$ cat config.mk
export PLATFORM = sky130hd
export DESIGN_NAME = tone_ring_ctrl
export DESIGN_NICKNAME = d
export VERILOG_FILES = /design/src/tone_ring_ctrl.v
export VERILOG_INCLUDE_DIRS = /design/src /design/src/common
export SDC_FILE = /design/constraint.sdc
export NUM_CORES = 1
export LEC_CHECK = 0
export BUFFER_PORTS_ARGS = -buffer_cell sky130_fd_sc_hd__buf_2
export CORE_MARGIN = 1.5
export CORE_UTILIZATION = 50
export CTS_BUF_LIST = sky130_fd_sc_hd__clkbuf_8 sky130_fd_sc_hd__clkbuf_16
export DETAILED_ROUTE_END_ITERATION = 12
export PLACE_DENSITY = 0.86
export SETUP_SLACK_MARGIN = 0.15
export SLEW_MARGIN = 20
export SYNTH_ARGS = -nofsm -noshare
export SYNTH_HDL_FRONTEND = slang
export SYNTH_HIERARCHICAL = 1
export SYNTH_SLANG_ARGS = --single-unit
export TNS_END_PERCENT = 30
$ cat constraint.sdc
create_clock -name pclk -period 3.6 [get_ports pclk]
set_input_delay 0.36 -clock pclk [delete_from_list [all_inputs] [get_ports pclk]]
set_output_delay 0.36 -clock pclk [all_outputs]
set_load 0.05 [all_outputs]
$ cat src/common/tone_ring_regs.vh
// Register map, fields and reset values of the tone and ringing bank.
`ifndef TONE_RING_REGS_VH
`define TONE_RING_REGS_VH

// --------------------
// Register indices and byte addresses, four times the index.
// --------------------
`define IDX_INDIRECT_ACCESS_STATUS 8'h1F
`define IDX_TONE_OSC_ONE_CONTROL   8'h20
`define IDX_TONE_OSC_TWO_CONTROL   8'h21
`define IDX_RINGING_OSC_CONTROL    8'h22
`define ADDR_INDIRECT_ACCESS_STATUS 12'h07C
`define ADDR_TONE_OSC_ONE_CONTROL   12'h080
`define ADDR_TONE_OSC_TWO_CONTROL   12'h084
`define ADDR_RINGING_OSC_CONTROL    12'h088

// --------------------
// Reset values
// --------------------
`define RST_INDIRECT_ACCESS_STATUS 8'h00
`define RST_TONE_OSC_ONE_CONTROL   8'h00
`define RST_TONE_OSC_TWO_CONTROL   8'h00
`define RST_RINGING_OSC_CONTROL    8'h00

// --------------------
// Field positions
// --------------------
`define BIT_INDIRECT_PENDING 0
`define BIT_ACTIVE_FLAG      7
`define BIT_AUTO_RELOAD      6
`define BIT_ZERO_CROSS_STOP  5
`define BIT_ON_TIMER_EN      4
`define BIT_OFF_TIMER_EN     3
`define BIT_OSC_ENABLE       2
`define BIT_ROUTE_HI         1
`define BIT_ROUTE_LO         0
`define BIT_RING_ON_LINE     5
`define BIT_RING_DC_OFFSET   1
`define BIT_RING_WAVE_SELECT 0

// Writable bit masks; every other bit is status or reserved.
`define WMASK_TONE_OSC_ONE 8'h7F
`define WMASK_TONE_OSC_TWO 8'h3F
`define WMASK_RINGING_OSC  8'h1B

`endif

$ cat src/tone_ring_ctrl.v
// Tone and ringing oscillator control bank with an APB register slave.
//
// Register access over APB was decided locally.
`timescale 1ns/100ps
`default_nettype none
`include "tone_ring_regs.vh"

// --------------------
// Cadence sequencer shared by the three oscillators
// --------------------

module cadence_seq (
   input  wire       pclk,          // Bus clock.
   input  wire       presetn,       // Asynchronous reset, active low.
   input  wire       enable,        // Oscillator enable.
   input  wire       on_timer_en,   // Active timer enable.
   input  wire       off_timer_en,  // Inactive timer enable.
   input  wire       zc_stop,       // End the burst at a zero crossing.
   input  wire       reload,        // Restart the cadence after the off period.
   input  wire       on_expired,    // Active timer expiry pulse.
   input  wire       off_expired,   // Inactive timer expiry pulse.
   input  wire       zero_cross,    // Waveform zero crossing pulse.
   output wire       active,        // Output signal active.
   output wire       off_phase      // Inactive timer running.
);

   // Cadence states.
   localparam [2:0] S_IDLE     = 3'h0;
   localparam [2:0] S_ACTIVE   = 3'h1;
   localparam [2:0] S_DRAIN    = 3'h2;
   localparam [2:0] S_INACTIVE = 3'h3;
   localparam [2:0] S_DONE     = 3'h4;

   // Present and next cadence state.
   reg  [2:0] state_q;
   reg  [2:0] state_d;
   wire [2:0] after_burst;

   // Where a burst goes once it has ended: off period, or a final stop.
   assign after_burst = off_timer_en ? S_INACTIVE : S_DONE;

   // Next state; disabling the oscillator always returns it to idle.
   always @* begin
      state_d = state_q;
      case (state_q)
         S_IDLE: begin
            if (enable) state_d = S_ACTIVE;
         end
         S_ACTIVE: begin
            if (on_timer_en && on_expired) begin
               state_d = zc_stop ? S_DRAIN : after_burst; // RULE7 RULE8
            end
         end
         S_DRAIN: begin
            if (zero_cross) state_d = after_burst; // RULE7 RULE8
         end
         S_INACTIVE: begin
            if (off_expired) state_d = reload ? S_ACTIVE : S_DONE; // RULE4 RULE5
         end
         S_DONE: begin
            state_d = S_DONE;
         end
         default: begin
            state_d = S_IDLE;
         end
      endcase
      if (!enable) state_d = S_IDLE;
   end

   // State register.
   always @(posedge pclk or negedge presetn) begin
      if (!presetn) begin
         state_q <= S_IDLE;
      end else begin
         state_q <= state_d;
      end
   end

   // The signal stays on while it drains towards its zero crossing.
   assign active    = (state_q == S_ACTIVE) || (state_q == S_DRAIN);
   assign off_phase = (state_q == S_INACTIVE);

endmodule

// --------------------
// Top level: register bank and oscillator control
// --------------------

// Notes on behaviour
// (RULE1) Status bit 0 is 1 while an indirect access is pending; other bits zero.
// (RULE2) Address-only write loads indirect data at next update; pending until then.
// (RULE3) Tone one control bit 7 reads 1 while tone one output is active.
// (RULE4) Reload clear: tone one stops once its inactive timer expires.
// (RULE5) Reload set: tone one restarts its cadence instead of stopping.
// (RULE6) Software should set tone one reload when sending FSK signalling.
// (RULE7) Tone one bit 5 set ends burst at next zero crossing after expiry.
// (RULE8) Tone two bit 5 set ends burst at zero crossing, else on expiry.
// (RULE9) Tone one bits 4, 3, 2 enable active timer, inactive timer, oscillator.
// (RULE10) Tone two bits 4, 3, 2 enable active timer, inactive timer, oscillator.
// (RULE11) Tone one routing 00 none, 01 transmit, 10 receive, 11 both.
// (RULE12) Tone two routing uses the same steering codes.
// (RULE13) Tone two bit 7 reads active status; bit 6 reads zero.
// (RULE14) Ringing control bit 7 reads 1 while ringing output is active.
// (RULE15) Ringing reaches the line only when it meets the dc feed level.
// (RULE16) Ringing bit 5 reads 1 only while ringing is applied to the line.
// (RULE17) Ringing bits 4 and 3 enable the active and inactive cadence timers.
// (RULE18) Ringing bit 2 reads 1 while the ringing oscillator is enabled.
// (RULE19) Ringing bit 1 set adds a dc offset to the ringing waveform.
// (RULE20) Ringing bit 0 selects sinusoid at 0, trapezoid at 1.
// (RULE21) Writes to status and reserved bits are ignored.
module tone_ring_ctrl (
   input  wire        pclk,            // APB clock, 40 MHz.
   input  wire        presetn,         // Asynchronous reset, active low.
   input  wire        psel,            // APB select.
   input  wire        penable,         // APB access phase.
   input  wire        pwrite,          // APB write when high.
   input  wire [11:0] paddr,           // APB byte address.
   input  wire [31:0] pwdata,          // APB write data.
   output wire        pready,          // APB ready, always high.
   output wire [31:0] prdata,          // APB read data.
   output wire        pslverr,         // APB error on an unmapped address.
   input  wire        indirect_addr_wr,   // Pulse: indirect address written alone.
   input  wire        indirect_update,    // Pulse: indirect memory update tick.
   output wire        indirect_load,      // Pulse: load indirect data this tick.
   input  wire        tone1_on_expired,   // Pulse: tone one active timer expired.
   input  wire        tone1_off_expired,  // Pulse: tone one inactive timer expired.
   input  wire        tone1_zero_cross,   // Pulse: tone one waveform zero crossing.
   input  wire        tone2_on_expired,   // Pulse: tone two active timer expired.
   input  wire        tone2_off_expired,  // Pulse: tone two inactive timer expired.
   input  wire        tone2_zero_cross,   // Pulse: tone two waveform zero crossing.
   input  wire        ring_request,       // Level: linefeed asks for ringing.
   input  wire        ring_on_expired,    // Pulse: ringing active timer expired.
   input  wire        ring_off_expired,   // Pulse: ringing inactive timer expired.
   input  wire        ring_at_dc_level,   // Pulse: ringing waveform meets dc feed.
   output wire        tone1_tx_en,        // Tone one feeds the transmit path.
   output wire        tone1_rx_en,        // Tone one feeds the receive path.
   output wire        tone1_on_timer_run, // Tone one active timer counting.
   output wire        tone1_off_timer_run,// Tone one inactive timer counting.
   output wire        tone2_tx_en,        // Tone two feeds the transmit path.
   output wire        tone2_rx_en,        // Tone two feeds the receive path.
   output wire        tone2_on_timer_run, // Tone two active timer counting.
   output wire        tone2_off_timer_run,// Tone two inactive timer counting.
   output wire        ring_osc_run,       // Ringing oscillator producing output.
   output wire        ring_on_timer_run,  // Ringing active timer counting.
   output wire        ring_off_timer_run, // Ringing inactive timer counting.
   output wire        ring_drive_line,    // Ringing waveform applied to the line.
   output wire        ring_dc_offset,     // Add dc offset to ringing.
   output wire        ring_wave_select    // Ringing shape: 0 sine, 1 trapezoid.
);

   // --------------------
   // Bus decode
   // --------------------

   reg  [7:0]  tone1_ctrl_q;
   reg  [7:0]  tone2_ctrl_q;
   reg  [7:0]  ring_ctrl_q;
   reg         indirect_pending_q;
   reg         ring_osc_enabled_q;
   reg         ring_on_line_q;
   reg  [7:0]  rdata_byte;
   reg         addr_hit;
   wire        wr_en;
   wire        tone1_active_flag;
   wire        tone2_active_flag;
   wire        ring_active_flag;
   wire        tone1_off_phase;
   wire        tone2_off_phase;
   wire        ring_off_phase;

   // Zero wait states: each access completes in its first access cycle.
   assign pready  = 1'b1;
   assign wr_en   = psel && penable && pwrite && addr_hit;
   assign pslverr = psel && penable && !addr_hit;

   // Read multiplexer; status bits come from live state, reserved bits zero.
   always @* begin
      addr_hit   = 1'b1;
      rdata_byte = 8'h00;
      case (paddr)
         `ADDR_INDIRECT_ACCESS_STATUS: begin
            rdata_byte[`BIT_INDIRECT_PENDING] = indirect_pending_q; // RULE1
         end
         `ADDR_TONE_OSC_ONE_CONTROL: begin
            rdata_byte = tone1_ctrl_q & `WMASK_TONE_OSC_ONE;
            rdata_byte[`BIT_ACTIVE_FLAG] = tone1_active_flag; // RULE3
         end
         `ADDR_TONE_OSC_TWO_CONTROL: begin
            rdata_byte = tone2_ctrl_q & `WMASK_TONE_OSC_TWO;
            rdata_byte[`BIT_ACTIVE_FLAG] = tone2_active_flag; // RULE13
         end
         `ADDR_RINGING_OSC_CONTROL: begin
            rdata_byte = ring_ctrl_q & `WMASK_RINGING_OSC;
            rdata_byte[`BIT_ACTIVE_FLAG]  = ring_active_flag;   // RULE14
            rdata_byte[`BIT_RING_ON_LINE] = ring_on_line_q;     // RULE16
            rdata_byte[`BIT_OSC_ENABLE]   = ring_osc_enabled_q; // RULE18
         end
         default: begin
            addr_hit = 1'b0;
         end
      endcase
   end

   // Only the low byte carries a register.
   assign prdata = {24'h000000, rdata_byte};

   // --------------------
   // Control registers
   // --------------------

   // Writes keep only the writable bits, so status and reserved stay clean.
   always @(posedge pclk or negedge presetn) begin
      if (!presetn) begin
         tone1_ctrl_q <= `RST_TONE_OSC_ONE_CONTROL;
         tone2_ctrl_q <= `RST_TONE_OSC_TWO_CONTROL;
         ring_ctrl_q  <= `RST_RINGING_OSC_CONTROL;
      end else if (wr_en) begin
         if (paddr == `ADDR_TONE_OSC_ONE_CONTROL) begin
            tone1_ctrl_q <= pwdata[7:0] & `WMASK_TONE_OSC_ONE; // RULE21
         end
         if (paddr == `ADDR_TONE_OSC_TWO_CONTROL) begin
            tone2_ctrl_q <= pwdata[7:0] & `WMASK_TONE_OSC_TWO; // RULE21
         end
         if (paddr == `ADDR_RINGING_OSC_CONTROL) begin
            ring_ctrl_q <= pwdata[7:0] & `WMASK_RINGING_OSC; // RULE21
         end
      end
   end

   // --------------------
   // Indirect access tracking
   // --------------------

   // A new address write in the update cycle keeps the access pending.
   always @(posedge pclk or negedge presetn) begin
      if (!presetn) begin
         indirect_pending_q <= 1'b0;
      end else if (indirect_addr_wr) begin
         indirect_pending_q <= 1'b1; // RULE2
      end else if (indirect_update) begin
         indirect_pending_q <= 1'b0; // RULE2
      end
   end

   // An address write in the tick defers the load.
   assign indirect_load = indirect_update && indirect_pending_q && !indirect_addr_wr; // RULE2

   // --------------------
   // Tone oscillators
   // --------------------

   cadence_seq u_tone1 (
      .pclk         (pclk),
      .presetn      (presetn),
      .enable       (tone1_ctrl_q[`BIT_OSC_ENABLE]),      // RULE9
      .on_timer_en  (tone1_ctrl_q[`BIT_ON_TIMER_EN]),     // RULE9
      .off_timer_en (tone1_ctrl_q[`BIT_OFF_TIMER_EN]),    // RULE9
      .zc_stop      (tone1_ctrl_q[`BIT_ZERO_CROSS_STOP]), // RULE7
      .reload       (tone1_ctrl_q[`BIT_AUTO_RELOAD]),     // RULE4 RULE5
      .on_expired   (tone1_on_expired),
      .off_expired  (tone1_off_expired),
      .zero_cross   (tone1_zero_cross),
      .active       (tone1_active_flag),
      .off_phase    (tone1_off_phase)
   );

   // Tone two has no reload bit; its cadence repeats while enabled with the inactive timer on.
   cadence_seq u_tone2 (
      .pclk         (pclk),
      .presetn      (presetn),
      .enable       (tone2_ctrl_q[`BIT_OSC_ENABLE]),      // RULE10
      .on_timer_en  (tone2_ctrl_q[`BIT_ON_TIMER_EN]),     // RULE10
      .off_timer_en (tone2_ctrl_q[`BIT_OFF_TIMER_EN]),    // RULE10
      .zc_stop      (tone2_ctrl_q[`BIT_ZERO_CROSS_STOP]), // RULE8
      .reload       (1'b1),
      .on_expired   (tone2_on_expired),
      .off_expired  (tone2_off_expired),
      .zero_cross   (tone2_zero_cross),
      .active       (tone2_active_flag),
      .off_phase    (tone2_off_phase)
   );

   // Output steering: low route bit selects transmit, high bit receive.
   assign tone1_tx_en = tone1_active_flag && tone1_ctrl_q[`BIT_ROUTE_LO]; // RULE11
   assign tone1_rx_en = tone1_active_flag && tone1_ctrl_q[`BIT_ROUTE_HI]; // RULE11
   assign tone2_tx_en = tone2_active_flag && tone2_ctrl_q[`BIT_ROUTE_LO]; // RULE12
   assign tone2_rx_en = tone2_active_flag && tone2_ctrl_q[`BIT_ROUTE_HI]; // RULE12

   // Active timers run only in their phase and when enabled; inactive timers run throughout the off phase.
   assign tone1_on_timer_run  = tone1_active_flag && tone1_ctrl_q[`BIT_ON_TIMER_EN];
   assign tone1_off_timer_run = tone1_off_phase;
   assign tone2_on_timer_run  = tone2_active_flag && tone2_ctrl_q[`BIT_ON_TIMER_EN];
   assign tone2_off_timer_run = tone2_off_phase;

   // --------------------
   // Ringing oscillator
   // --------------------

   // The ringing enable follows the linefeed request, one cycle late.
   always @(posedge pclk or negedge presetn) begin
      if (!presetn) begin
         ring_osc_enabled_q <= 1'b0;
      end else begin
         ring_osc_enabled_q <= ring_request; // RULE18
      end
   end

   // Ringing has no zero-cross bit; its cadence repeats while enabled with the inactive timer on.
   cadence_seq u_ring (
      .pclk         (pclk),
      .presetn      (presetn),
      .enable       (ring_osc_enabled_q),
      .on_timer_en  (ring_ctrl_q[`BIT_ON_TIMER_EN]),  // RULE17
      .off_timer_en (ring_ctrl_q[`BIT_OFF_TIMER_EN]), // RULE17
      .zc_stop      (1'b0),
      .reload       (1'b1),
      .on_expired   (ring_on_expired),
      .off_expired  (ring_off_expired),
      .zero_cross   (1'b0),
      .active       (ring_active_flag),
      .off_phase    (ring_off_phase)
   );

   // Line hand-over waits for the waveform to meet the dc feed level both
   // when ringing starts and when it stops, so the line voltage never jumps.
   always @(posedge pclk or negedge presetn) begin
      if (!presetn) begin
         ring_on_line_q <= 1'b0;
      end else if (ring_at_dc_level) begin
         ring_on_line_q <= ring_active_flag; // RULE15
      end
   end

   // Line, timer and shape outputs of the ringing path.
   assign ring_drive_line    = ring_on_line_q; // RULE16
   assign ring_osc_run       = ring_active_flag || ring_on_line_q;
   assign ring_on_timer_run  = ring_active_flag && ring_ctrl_q[`BIT_ON_TIMER_EN];
   assign ring_off_timer_run = ring_off_phase;
   assign ring_dc_offset     = ring_ctrl_q[`BIT_RING_DC_OFFSET];   // RULE19
   assign ring_wave_select   = ring_ctrl_q[`BIT_RING_WAVE_SELECT]; // RULE20

endmodule

`default_nettype wire

==> results.json <==
{
  "antenna_found_initial": 0,
  "yosys.area_share.simple": 0.304,
  "final.setup.tns_ns": 0,
  "finalNetCount": 361,
  "fin_area_um2": 2550,
  "post_cts_resized": 0,
  "antenna_left": 0,
  "fmax_ghz": 0.379,
  "syn-cell-area_um2": 2240,
  "crit_buf_inv": 2,
  "switchingPower_mw": 0.294,
  "yosys_warnings": 6,
  "switching_share": 0.358,
  "drt_iter0_markers": 66,
  "die_h_um": 69.9,
  "layout_commonest_cell": "buf_2",
  "cp_top_family": "simple AND/OR/NAND/NOR gates",
  "clock-skew-final_ns": 0.00454,
  "r2r_cells": 3,
  "r2r-end": "u_tone2/state_q[2]",
  "synth_fa_ha_area_frac": 0,
  "grt_start_max_net_pins": 30,
  "ys_types": 43,
  "clkPwrFrac": 0.316,
  "clkSinkCount": 29,
  "rr_startpoint": "u_tone2/state_q[1]",
  "place.gp.congestion": 0.877,
  "cts_made_buffers": 5,
  "grt_pass1_vias": 1745,
  "maxCapViolCount": 0,
  "peakVddDrop_mv": 0.178,
  "p_int_mw": 0.526,
  "mostFrequentLayoutCells": "59 x buf_2, 35 x conb_1, 29 x dfrtp_1",
  "synth_edf_count": 0,
  "p_leak_nw": 1.25,
  "grt_pass1_wl_mm": 7.82,
  "via_per_inst": 5.37,
  "critPathMaxFanout": 7,
  "root_buffer": "clkbuf_8",
  "hold_viol": 0,
  "arrival_ns": 2.28,
  "num_antenna_cells": 0,
  "synth_flop_cell": "dfrtp_1",
  "synth-xor-area-share": 0.0117,
  "pwr_density_cell_nw_per_um2": 322,
  "dieArea_um2": 4890,
  "cts_tree": "done",
  "timing.hold.ws_ns": 0.105,
  "worst_slew_pin_slew_ns": 0.643,
  "regArea_um2": 726,
  "rsz0062_at_grt": "no",
  "synthCells": 234,
  "finalMaxSlewViolations": 0,
  "start_util": 0.518,
  "syn_avg_cell_area_um2": 9.57,
  "fp.dieW_um": 69.9,
  "synth-compound-area-share": 0.104,
  "postCtsSetupBuffers": 0,
  "drc": 0,
  "clk_path_buf_depth": 2,
  "core_area_um2": 4320,
  "pre_cts_slack_ns": 0.984,
  "cts.clk_slew.worst_paths_ns": 0.06,
  "place_area_um2": 2460,
  "cts_max_level": 2,
  "dp_hpwl_mm": 3.69,
  "setup_ws_ns": 0.962,
  "max_slew_margin": 0.572,
  "multi_input_area_um2": 1350,
  "totalWireLength_mm": 4.77,
  "ys_seq_area_frac": 0.324,
  "ys_async_sr_fraction": 1.00,
  "setup_viol": 0,
  "worstSetupEndpointType": "output pin",
  "io_buffer_count": 59,
  "cpPeakStageDelay_ns": 0.58,
  "grt_use_total": 0.199,
  "holdBufCountCts": 0,
  "fillers": 395,
  "overflow": 0,
  "hold_path_class": "in -> async",
  "wl_per_cell_um": 13.5,
  "path_cells": "buf_2 > or4_4 > nor3_1 > nand2_1 > nor4b_1 > buf_2",
  "drive_gt1_frac": 0.352,
  "dr_total_vias": 1895,
  "worstPathRequired_ns": 3.24,
  "critPathLaunchType": "primary input",
  "status": "finished, final reports clean",
  "power_frac_seq": 0.436,
  "firstDrtPassIters": 4,
  "synth.area.mux_share": 0.122,
  "combPwrFrac": 0.248,
  "io_pins": 110,
  "ys_ff_latch": 29,
  "path_class": "in -> out",
  "synth_top_family_by_area": "simple AND/OR/NAND/NOR gates",
  "critPathMostFrequentCell": "buf_2",
  "ff2ff_setup_slack_ns": 2.27,
  "slowest_stage": "or4_4",
  "syn_to_final_growth_pct": 13.7,
  "insertion_delay_ns": 0.28,
  "rows": 24,
  "period_minus_slack_ns": 2.64,
  "fin_crit_sh": 0.733
}
-- synth_stat cells (4+ instances only) --
cell type / number / share of area
dfrtp_1: 29 / 0.32
buf_4: 25 / 0.084
mux2_2: 18 / 0.091
nor2_1: 18 / 0.030
nand2_1: 12 / 0.020
a21oi_1: 11 / 0.025
and2_1: 10 / 0.028
inv_1: 8 / 0.013
nor3_1: 8 / 0.018
mux2i_1: 7 / 0.031
nand3_1: 7 / 0.016
buf_6: 6 / 0.030
nand2b_1: 6 / 0.017
nor2b_1: 5 / 0.014
o21ai_0: 4 / 0.0089
o32ai_1: 4 / 0.016
-- worst max-delay path by stage --
stage | from | to | cells past startpoint
floorplan | paddr[1] | prdata[6] | 4
global placement | paddr[1] | prdata[6] | 6
detailed placement | paddr[1] | prdata[6] | 6
CTS | paddr[1] | prdata[6] | 6
global route | paddr[1] | prdata[6] | 6
finish | paddr[1] | prdata[6] | 6
-- flip-flops by register name, summed over array words and instances, names as in the netlist --
signal and count:
tone1_ctrl_q 7, tone2_ctrl_q 6, ring_ctrl_q 4, u_ring/state_q 3, u_tone1/state_q 3, u_tone2/state_q 3, indirect_pending_q 1, ring_drive_line 1
ring_osc_enabled_q 1
-- power by group through the flow --
stage	clock network [mW]	logic, mW	registers, mW
2_1_floorplan	0	0.172	0.367
3_3_place_gp	0	0.201	0.362
3_5_place_dp	0	0.203	0.362
4_1_cts	0.263	0.203	0.357
5_1_grt	0.277	0.220	0.359
6_report	0.259	0.204	0.357
-- kinds of logic (layout without fill, tap and decap cells) --
kind of cell,after synthesis,in the layout
AO/OA/AOI/OAI,32,32
XOR/XNOR,3,3
buffers and inverters,41,75
flip-flops,29,29
multiplexers,25,25
other,2,35
AND/OR/NAND/NOR,102,102
-- per-layer routing --
metal  GRT usage  routed length (um)  vias up
li1            -                   -      908
met4      0.0748                  49        0
met2       0.337                2350       87
met3      0.0491                 386        4
met1       0.244                1990      896
met5           0                   0        -
-- cell type report --
| cell class | count | share of cell area |
|---|---|---|
| multi-input cells | 197 | 0.528 |
| flip-flops and latches | 29 | 0.285 |
| repair buffers | 59 | 0.116 |
| clock buffers | 5 | 0.0270 |
| well taps | 52 | 0.0255 |
| inverters | 8 | 0.0118 |
| clock inverters | 3 | 0.00688 |
-- stage by stage --
stage          power [mW]  cells   util
3_5_place_dp        0.565    345  0.569
4_1_cts             0.823    353  0.589
3_3_place_gp        0.563    345  0.569
5_1_grt             0.856    353  0.589
2_1_floorplan       0.540    267      -
6_report            0.820    353  0.589
No activity file was read; power rests on OpenSTA's default activity.
